## src/tbec_pkg.sv

```systemverilog
// shared constants and types for the trace buffer management-event block
package tbec_pkg;
    // register byte offsets
    localparam logic [4:0] OFF_LIMIT = 5'h00;
    localparam logic [4:0] OFF_BASE = 5'h04;
    localparam logic [4:0] OFF_PTR = 5'h08;
    localparam logic [4:0] OFF_STATUS = 5'h0C;

    // limit pointer register fields
    localparam int LIM_EN_BIT = 0;
    localparam int LIM_MODE_LSB = 1;
    localparam int LIM_TRG_BIT = 3;
    // pointers are kept in 16-byte granules
    localparam int ADDR_LSB = 4;
    localparam int PTR_W = 28;

    // status register fields
    localparam int ST_IRQ = 0;
    localparam int ST_STOP = 1;
    localparam int ST_WRAP = 2;
    localparam int ST_BSC_LSB = 3;
    localparam int ST_EC_LSB = 8;
    localparam int ST_MSS_LSB = 16;

    // values after reset
    localparam logic RST_WAIT = 1'b1;
    localparam logic [31:0] RST_WORD = 32'h0000_0000;

    typedef enum logic [1:0] {
        MODE_FILL = 2'h0,
        MODE_WRAP = 2'h1,
        MODE_RSVD = 2'h2,
        MODE_CIRC = 2'h3
    } buf_mode_t;

    // event class and buffer status codes
    localparam logic [5:0] EC_OTHER = 6'h00;
    localparam logic [5:0] EC_FAULT = 6'h01;
    localparam logic [5:0] EC_ABORT = 6'h02;
    localparam logic [4:0] BSC_FILLED = 5'h01;
    localparam logic [4:0] BSC_TRIGGER = 5'h02;

    // syndrome bits
    localparam logic [15:0] MSS_ALIGN = 16'h0001;
    localparam logic [15:0] MSS_XLAT = 16'h0002;
    localparam logic [15:0] MSS_SABT = 16'h0004;
    localparam logic [15:0] MSS_AABT = 16'h0008;
    localparam logic [15:0] MSS_PROG = 16'h0010;
    localparam logic [15:0] MSS_IMPDEF = 16'h0020;
endpackage : tbec_pkg

```

## src/ptr_step.sv

```systemverilog
// write pointer increment with wrap to base at the limit
`timescale 1ns/1ps
module ptr_step
#(
    parameter int AW = 28
)
(
    input wire logic [AW-1:0] i_ptr, // current pointer
    input wire logic [AW-1:0] i_base, // base pointer
    input wire logic [AW-1:0] i_limit, // limit pointer
    output logic [AW-1:0] o_next, // pointer after one beat
    output logic o_wrap // next beat wraps to base
);
    logic [AW-1:0] inc;

    if (AW < 2)
    begin : g_bad_aw
        $error("ptr_step: AW must be at least 2");
    end

    always_comb
    begin
        inc = i_ptr + {{(AW-1){1'b0}}, 1'b1};
        o_wrap = (inc == i_limit);
        o_next = o_wrap ? i_base : inc;
    end
endmodule : ptr_step

```

## src/evt_prio.sv

```systemverilog
// one-hot selection among coinciding synchronous events
`timescale 1ns/1ps
module evt_prio
(
    input wire logic i_fault, // alignment or translation fault
    input wire logic i_sabt, // synchronous external abort
    input wire logic i_full, // buffer full
    input wire logic i_wrap, // buffer wrap
    output logic [3:0] o_sel // {wrap, full, sabt, fault}
);
    always_comb
    begin
        o_sel = 4'h0;
        if (i_fault)
        begin
            o_sel = 4'h1;
        end
        else if (i_sabt)
        begin
            o_sel = 4'h2;
        end
        else if (i_full)
        begin
            o_sel = 4'h4;
        end
        else if (i_wrap)
        begin
            o_sel = 4'h8;
        end
    end
endmodule : evt_prio

```

## src/tbec_mgmt.sv

```systemverilog
// trace buffer management events, pointer wrap and interrupt request
//
// Chosen here: the register addresses and the Avalon-MM slave port.
`timescale 1ns/1ps
module tbec_mgmt
(
    input wire logic i_clk, // core clock, 40 MHz
    input wire logic i_sys_rst, // async reset, active high
    input wire logic [4:0] i_avs_address, // byte address
    input wire logic i_avs_read, // read request
    input wire logic i_avs_write, // write request
    input wire logic [31:0] i_avs_writedata, // write data
    input wire logic [3:0] i_avs_byteenable, // byte lanes
    output logic [31:0] o_avs_readdata, // read data
    output logic o_avs_waitrequest, // stall
    input wire logic i_trc_valid, // trace beat offered
    output logic o_trc_ready, // beat accepted when valid
    output logic [31:0] o_wr_addr, // address of the next beat
    input wire logic i_wr_align_flt, // accepted beat: alignment fault
    input wire logic i_wr_xlat_flt, // accepted beat: translation fault
    input wire logic i_wr_sync_abt, // accepted beat: sync abort
    input wire logic i_async_abt, // asynchronous external abort
    input wire logic i_trig_evt, // trigger event from counter
    input wire logic i_flush_done, // trace source flush finished
    input wire logic i_prog_err, // disallowed programming sequence
    input wire logic i_impdef_evt, // implementation condition
    output logic o_flush_req, // one-cycle flush request
    output logic o_wrap_pulse, // one-cycle pointer wrap event
    output logic o_mgmt_irq // private core interrupt level
);
    typedef struct packed {
        logic wait_b;
        logic [31:0] rdata;
        logic en;
        tbec_pkg::buf_mode_t mode;
        logic trg_en;
        logic [27:0] limit;
        logic [27:0] base;
        logic [27:0] ptr;
        logic irq;
        logic stopped;
        logic wrap;
        logic [4:0] bsc;
        logic [5:0] ec;
        logic [15:0] mss;
        logic flush_pend;
        logic flush;
        logic wrap_pulse;
        logic ready;
    } state_t;

    state_t st_reg;
    state_t st_next;
    logic [27:0] step_ptr;
    logic step_wrap;
    logic [3:0] sel;
    logic req;
    logic acc;
    logic flt;
    logic sabt;
    logic adv;
    logic full_ev;
    logic wrap_ev;
    logic sw_ptr_wr;
    logic sw_st_wr;

    // byte-lane merge for register writes
    function automatic logic [31:0] merge(input logic [31:0] old_w,
        input logic [31:0] new_w, input logic [3:0] be);
        logic [31:0] res;
        res = old_w;
        for (int i = 0; i < 4; i++)
        begin
            if (be[i])
            begin
                res[i*8 +: 8] = new_w[i*8 +: 8];
            end
        end
        return res;
    endfunction : merge

    ptr_step #(
        .AW(tbec_pkg::PTR_W)
    ) u_step (
        .i_ptr(st_reg.ptr),
        .i_base(st_reg.base),
        .i_limit(st_reg.limit),
        .o_next(step_ptr),
        .o_wrap(step_wrap)
    );

    always_comb
    begin
        req = i_avs_read | i_avs_write;
        acc = i_trc_valid & st_reg.ready;
        flt = acc & (i_wr_align_flt | i_wr_xlat_flt);
        sabt = acc & i_wr_sync_abt;
        adv = acc & ~flt & ~sabt;
        full_ev = adv & step_wrap & (st_reg.mode != tbec_pkg::MODE_WRAP)
            & (st_reg.mode != tbec_pkg::MODE_CIRC);
        wrap_ev = adv & step_wrap & (st_reg.mode == tbec_pkg::MODE_WRAP);
        sw_ptr_wr = i_avs_write & ~st_reg.wait_b & (i_avs_address == tbec_pkg::OFF_PTR);
        sw_st_wr = i_avs_write & ~st_reg.wait_b & (i_avs_address == tbec_pkg::OFF_STATUS);
    end

    evt_prio u_prio (
        .i_fault(flt),
        .i_sabt(sabt),
        .i_full(full_ev),
        .i_wrap(wrap_ev),
        .o_sel(sel)
    );

    always_comb
    begin
        logic [31:0] w;
        w = tbec_pkg::RST_WORD;
        st_next = st_reg;
        st_next.flush = 1'b0;
        st_next.wrap_pulse = 1'b0;
        // answer every request one cycle after it is first seen
        st_next.wait_b = ~(req & st_reg.wait_b);
        if (req & st_reg.wait_b)
        begin
            unique case (i_avs_address)
                tbec_pkg::OFF_LIMIT: st_next.rdata = {st_reg.limit, st_reg.trg_en,
                    st_reg.mode, st_reg.en};
                tbec_pkg::OFF_BASE: st_next.rdata = {st_reg.base, 4'h0};
                tbec_pkg::OFF_PTR: st_next.rdata = {st_reg.ptr, 4'h0};
                tbec_pkg::OFF_STATUS: st_next.rdata = {st_reg.mss, 2'h0, st_reg.ec,
                    st_reg.bsc, st_reg.wrap, st_reg.stopped, st_reg.irq};
                default: st_next.rdata = tbec_pkg::RST_WORD;
            endcase
        end
        if (i_avs_write & ~st_reg.wait_b)
        begin
            unique case (i_avs_address)
                tbec_pkg::OFF_LIMIT:
                begin
                    w = merge({st_reg.limit, st_reg.trg_en, st_reg.mode, st_reg.en},
                        i_avs_writedata, i_avs_byteenable);
                    st_next.en = w[tbec_pkg::LIM_EN_BIT];
                    st_next.mode = tbec_pkg::buf_mode_t'(w[tbec_pkg::LIM_MODE_LSB +: 2]);
                    st_next.trg_en = w[tbec_pkg::LIM_TRG_BIT];
                    st_next.limit = w[31:tbec_pkg::ADDR_LSB];
                end
                tbec_pkg::OFF_BASE:
                begin
                    w = merge({st_reg.base, 4'h0}, i_avs_writedata, i_avs_byteenable);
                    st_next.base = w[31:tbec_pkg::ADDR_LSB];
                end
                tbec_pkg::OFF_PTR:
                begin
                    w = merge({st_reg.ptr, 4'h0}, i_avs_writedata, i_avs_byteenable);
                    st_next.ptr = w[31:tbec_pkg::ADDR_LSB];
                end
                tbec_pkg::OFF_STATUS:
                begin
                    w = merge({st_reg.mss, 2'h0, st_reg.ec, st_reg.bsc, st_reg.wrap,
                        st_reg.stopped, st_reg.irq}, i_avs_writedata, i_avs_byteenable);
                    st_next.irq = w[tbec_pkg::ST_IRQ];
                    st_next.stopped = w[tbec_pkg::ST_STOP];
                    st_next.wrap = w[tbec_pkg::ST_WRAP];
                    st_next.bsc = w[tbec_pkg::ST_BSC_LSB +: 5];
                    st_next.ec = w[tbec_pkg::ST_EC_LSB +: 6];
                    st_next.mss = w[tbec_pkg::ST_MSS_LSB +: 16];
                end
                default:
                begin
                    w = tbec_pkg::RST_WORD;
                end
            endcase
        end
        // hardware events come after the software write so a set wins
        if (adv)
        begin
            st_next.ptr = step_ptr;
            if (step_wrap)
            begin
                st_next.wrap = 1'b1;
                st_next.wrap_pulse = 1'b1;
            end
        end
        if (sel[0])
        begin
            // pointer left as is: it names the faulting beat
            st_next.irq = 1'b1;
            st_next.stopped = 1'b1;
            st_next.ec = tbec_pkg::EC_FAULT;
            st_next.mss = i_wr_align_flt ? tbec_pkg::MSS_ALIGN : tbec_pkg::MSS_XLAT;
        end
        if (sel[1])
        begin
            st_next.irq = 1'b1;
            st_next.stopped = 1'b1;
            st_next.ec = tbec_pkg::EC_ABORT;
            st_next.mss = tbec_pkg::MSS_SABT;
        end
        if (sel[2])
        begin
            st_next.irq = 1'b1;
            if (~st_reg.stopped)
            begin
                st_next.stopped = 1'b1;
                st_next.ec = tbec_pkg::EC_OTHER;
                st_next.bsc = tbec_pkg::BSC_FILLED;
            end
        end
        if (sel[3])
        begin
            st_next.irq = 1'b1;
        end
        // asynchronous sources sit outside the ranking above
        if (i_async_abt)
        begin
            st_next.irq = 1'b1;
            st_next.stopped = 1'b1;
            st_next.mss = st_next.mss | tbec_pkg::MSS_AABT;
            if (sel == 4'h0)
            begin
                st_next.ec = tbec_pkg::EC_ABORT;
            end
        end
        if (i_trig_evt & st_reg.trg_en & st_reg.en)
        begin
            st_next.irq = 1'b1;
            st_next.flush = 1'b1;
            st_next.flush_pend = 1'b1;
            if (sel == 4'h0)
            begin
                st_next.ec = tbec_pkg::EC_OTHER;
                st_next.bsc = tbec_pkg::BSC_TRIGGER;
            end
        end
        // flush writes keep flowing until the source reports completion
        if (i_flush_done & st_reg.flush_pend)
        begin
            st_next.flush_pend = 1'b0;
            st_next.stopped = 1'b1;
        end
        if (i_prog_err | i_impdef_evt)
        begin
            st_next.irq = 1'b1;
            st_next.mss = st_next.mss | (i_prog_err ? tbec_pkg::MSS_PROG : 16'h0000)
                | (i_impdef_evt ? tbec_pkg::MSS_IMPDEF : 16'h0000);
        end
        st_next.ready = st_next.en & ~st_next.stopped;
    end

    // whole state in one register so every field of an event lands together
    always_ff @(posedge i_clk or posedge i_sys_rst)
    begin
        if (i_sys_rst)
        begin
            st_reg <= '0;
            st_reg.wait_b <= tbec_pkg::RST_WAIT;
        end
        else
        begin
            st_reg <= st_next;
        end
    end

    assign o_avs_readdata = st_reg.rdata;
    assign o_avs_waitrequest = st_reg.wait_b;
    assign o_trc_ready = st_reg.ready;
    assign o_wr_addr = {st_reg.ptr, 4'h0};
    assign o_flush_req = st_reg.flush;
    assign o_wrap_pulse = st_reg.wrap_pulse;
    // plain level, no handshake: the core samples it whenever it likes
    assign o_mgmt_irq = st_reg.irq;

    logic quiet;
    assign quiet = ~i_async_abt & ~i_flush_done & ~sw_st_wr;
endmodule : tbec_mgmt

```

## config.mk

```make
export PLATFORM = sky130hd
export DESIGN_NAME = tbec_mgmt
export DESIGN_NICKNAME = d
export VERILOG_FILES = /design/src/tbec_pkg.sv /design/src/ptr_step.sv /design/src/evt_prio.sv /design/src/tbec_mgmt.sv
export SDC_FILE = /design/constraint.sdc
export NUM_CORES = 1
export LEC_CHECK = 0
export BUFFER_PORTS_ARGS = -buffer_cell sky130_fd_sc_hd__buf_2
export CORE_ASPECT_RATIO = 0.5
export CORE_MARGIN = 10
export CORE_UTILIZATION = 53
export DETAILED_ROUTE_END_ITERATION = 7
export GPL_ROUTABILITY_DRIVEN = 0
export MAX_ROUTING_LAYER = met4
export PLACE_DENSITY = 0.77
export SYNTH_ARGS = -nofsm -noshare
export SYNTH_HDL_FRONTEND = slang
export SYNTH_HIERARCHICAL = 1
export SYNTH_SLANG_ARGS = --single-unit
```

## constraint.sdc

```tcl
create_clock -name i_clk -period 5.1 [get_ports i_clk]
set_input_delay 1.02 -clock i_clk [delete_from_list [all_inputs] [get_ports i_clk]]
set_output_delay 1.02 -clock i_clk [all_outputs]
set_load 0.03 [all_outputs]
```

==> results by group <==
Status
  – Status: complete, no violations

Global route
  – Met2 Use GR: 0.356
  – Vias in the first global route: 7404
  – Met3 usage: 0.0415
  – GRT Total Usage: 0.225
  – Most Crowded Layer GR: met2
  – Initial antenna violation count: 1
  – GR Overflow Total: 0
  – First-pass GRT wire length: 42100 um
  – Pin count of the biggest net entering global routing: 156
  – Met1 usage: 0.290

Clocking
  – Longest Clk Path Bufs: 2
  – Reg clk slew, reported paths: 0.07 ns
  – Root Driver: clkbuf_16
  – CTS tree: done
  – Clk Latency, worst-skew pair: 0.42 ns
  – H-tree Lvls: 4
  – Inserted Clock Buffers: 17
  – CTS Sinks: ~160
  – Hold-fix buffer count after cts: 0

Yosys
  – Synth warnings: 6
  – Cells after Synth: between 800 and 900
  – Largest cells by area after synthesis: dfrtp_1, mux2_2, mux2i_1
  – Synth Area per Inst: about 11 um2
  – Post-synth EDFFs: 0
  – Leading register cell type out of synthesis: dfrtp_1
  – Library cells used by synthesis: 75
  – Mapped Area: 9740 um2
  – Register bit total from synthesis: about 160
  – Seq/Total Area, Yosys: 0.398
  – Yosys top cell area share: 0.396
  – Synth area leader: dfrtp_1
  – Post-synth ARST share: 1.00

Placement
  – Pre-CTS setup slack: about 0.38 ns
  – PortBufs: 118
  – Dpl hpwl: 19100 um

Pwr
  – VDD IR max: 230 uV
  – Int Pwr: 2.34 mW
  – P_leak: 5.22 nW
  – P per Cell Area: between 200 and 300 nW/um2
  – Overall power: 3.20 mW
  – Flop pwr share: 0.432
  – Psw: 0.859 mW
  – Combinational power share: 0.133
  – Clock share of power: 0.435
  – Sw Share: 0.269

Timing
  – Fmax: 208 MHz
  – Tmin final: 4.81 ns
  – Max-slew violations: 0
  – Final setup viols: 0
  – Setup total negative slack: 0 ns
  – Tightest Pin Transition: about 1.1 ns
  – Final Cycle Share: 0.944
  – Final worst setup slack: 0.285 ns
  – Max_slew headroom: 0.243
  – Final hold violations: 0
  – Setup Skew: approximately 0.012 ns
  – Unrepaired setup endpoints after global routing: no

Floorplanning
  – Die X: 212 um
  – I/O Pins: 123
  – Starting Density: 0.551
  – CORE AREA: 17700 um2
  – Die ar.: 24500 um2
  – Floorplan row count: 34
  – Die extent in y: 116 um

Job
  – Max cap viols: 0

Cells and area
  – Fillers: 1402
  – Most frequent cells in the layout: dfrtp_1, buf_2, mux2_2, mux2i_1, nand2_1
  – Final #Nets: a little under 1k
  – Commonest non-fill, non-tap cell in the layout: dfrtp_1
  – Fraction of layout cells with a size suffix above 1: 0.339
  – Number of flip-flops in the largest register: 90
  – Area growth from synthesis to layout: 10.4%

Worst setup path
  – CP startpoint: o_wr_addr[4]
  – Critical Path Slowest Stage Cell: nor4_1
  – Ordered cell list for the critical path: ha_1, xor3_1, a2111oi_2, o2111ai_1, a31o_2, nor4_1, nand4_1, nor3_1, nand2_1, nor3b_1, nor4b_2, nor4_1, nand2_1, nand2_1, nor2_1
  – Reg-to-reg startpoint: o_wr_addr[4]
  – Crit Path Class: reg -> reg
  – CP bufs+invs: 0
  – Crit path max-delay family: simple AND/OR/NAND/NOR gates
  – Setup crit start kind: flip-flop
  – Data arrival, critical path: 5.17 ns
  – Critical Path Most Common Cell: nand2_1
  – R2R Setup Slk: 0.29 ns
  – Critical Path RT: 5.46 ns
  – R2R Path End: st_reg[30]
  – FF-to-FF path depth: 15
  – Crit. End Element: flip-flop
  – Crit-path max cell delay: 0.56 ns
  – CP max FO: 8

Worst hold path
  – Hold WC Path Type: reg -> reg
  – Hold path endpoint: st_reg[3]
  – Hold Startpoint: st_reg[3]
  – Hold path depth: 1

Drt
  – Routed Wire Length: 26700 um
  – Final ANT Viol Nets: 0
  – DR pass1 iterations: 8
  – Vias per std cell: 6.20
  – Detailed-route DRC error count: 0
  – Wire length per cell: 22.8 um
  – Via count: 7261
  – DR iter-0 viols: 817
worst max-delay path by stage:
stage / endpoint / slack [ns] / cells after the start
global route: st_reg[22] / 0.07 / 15
global placement: o_trc_ready / 0.43 / 14
finish: st_reg[30] / 0.29 / 15
CTS: o_trc_ready / 0.31 / 14
detailed placement: o_trc_ready / 0.38 / 14
floorplan: o_trc_ready / 1.37 / 14
synthesized netlist by cell type (all sizes together) (3+ instances only):
| library cell | instances |
|---|---|
| inv | 48 |
| nor4b | 3 |
| a22o | 27 |
| o22ai | 3 |
| nor2b | 7 |
| nor3b | 7 |
| nor2 | 41 |
| clkbuf | 19 |
| xnor3 | 4 |
| nor4 | 15 |
| nand2b | 3 |
| xor2 | 24 |
| nand3 | 17 |
| o21ai | 18 |
| nand4 | 17 |
| mux2i | 69 |
| o21bai | 4 |
| mux2 | 101 |
| nand3b | 10 |
| or3 | 4 |
| buf | 85 |
| mux4 | 25 |
| nor3 | 17 |
| xnor2 | 27 |
| a21oi | 6 |
| dfrtp | 154 |
| a222oi | 4 |
| or4 | 3 |
| nand2 | 60 |
| a2111oi | 9 |
| and3 | 10 |
routing by layer:
layer,vias to the layer above,wire [um]
li1,3224,-
met1,3620,11600
met2,365,12600
met3,52,2030
met4,0,544
met5,-,0
worst register-to-register path, delay by kind of cell (launching register included):
kind	cells	cell delay (ns)
AOI/OAI and AO/OA	3	0.91
DFF	1	0.49
xor gates and xnor gates	1	0.50
and+or+nand+nor	10	2.50
adders and majority gates	1	0.36
area by class of cell:
| type | instances | area [um2] | area share |
|---|---|---|---|
| repair buffers | 132 | 708 | 0.0659 |
| clock inverters | 12 | 188 | 0.0175 |
| diodes | 1 | 2.50 | 0.000233 |
| clock buffers | 19 | 453 | 0.0421 |
| flip-flops and latches | 155 | 3880 | 0.361 |
| multi-input cells | 571 | 5040 | 0.469 |
| well taps | 234 | 293 | 0.0272 |
| inverters | 48 | 184 | 0.0171 |
power by group through the flow:
stage / clock (mW) / combinational (mW) / sequential [mW]
floorplan: 0 / 0.332 / 1.37
global placement: 0 / 0.414 / 1.39
detailed placement: 0 / 0.422 / 1.40
global route: 1.45 / 0.461 / 1.39
CTS: 1.40 / 0.424 / 1.38
finish: 1.39 / 0.426 / 1.38
what timing repair did:
action	in CTS	in global routing
buffers inserted	0	0
setup endpoints to repair	0	6
endpoints found under the hold margin	0	0
gates resized for setup	0	2
kinds of logic after synthesis:
family,Yosys count,share of synthesized area
xor+xnor,56,0.0575
buf+inv,152,0.0877
fa+ha+maj,1,0.00128
flops,155,0.398
compound gates,94,0.0760
simple gates,221,0.130
mux,195,0.249
other cells,1,0.000385
through the flow:
stage,cells,utilization,area (um2),hold WS [ns]
floorplan,878,-,9760,0.447
global placement,1140,0.571,10100,0.472
detailed placement,1140,0.571,10100,0.484
CTS,1171,0.607,10700,0.491
global route,1172,0.608,10800,0.514
finish,1172,0.608,10800,0.502
Note: power is estimated with default switching activity, not from simulation.
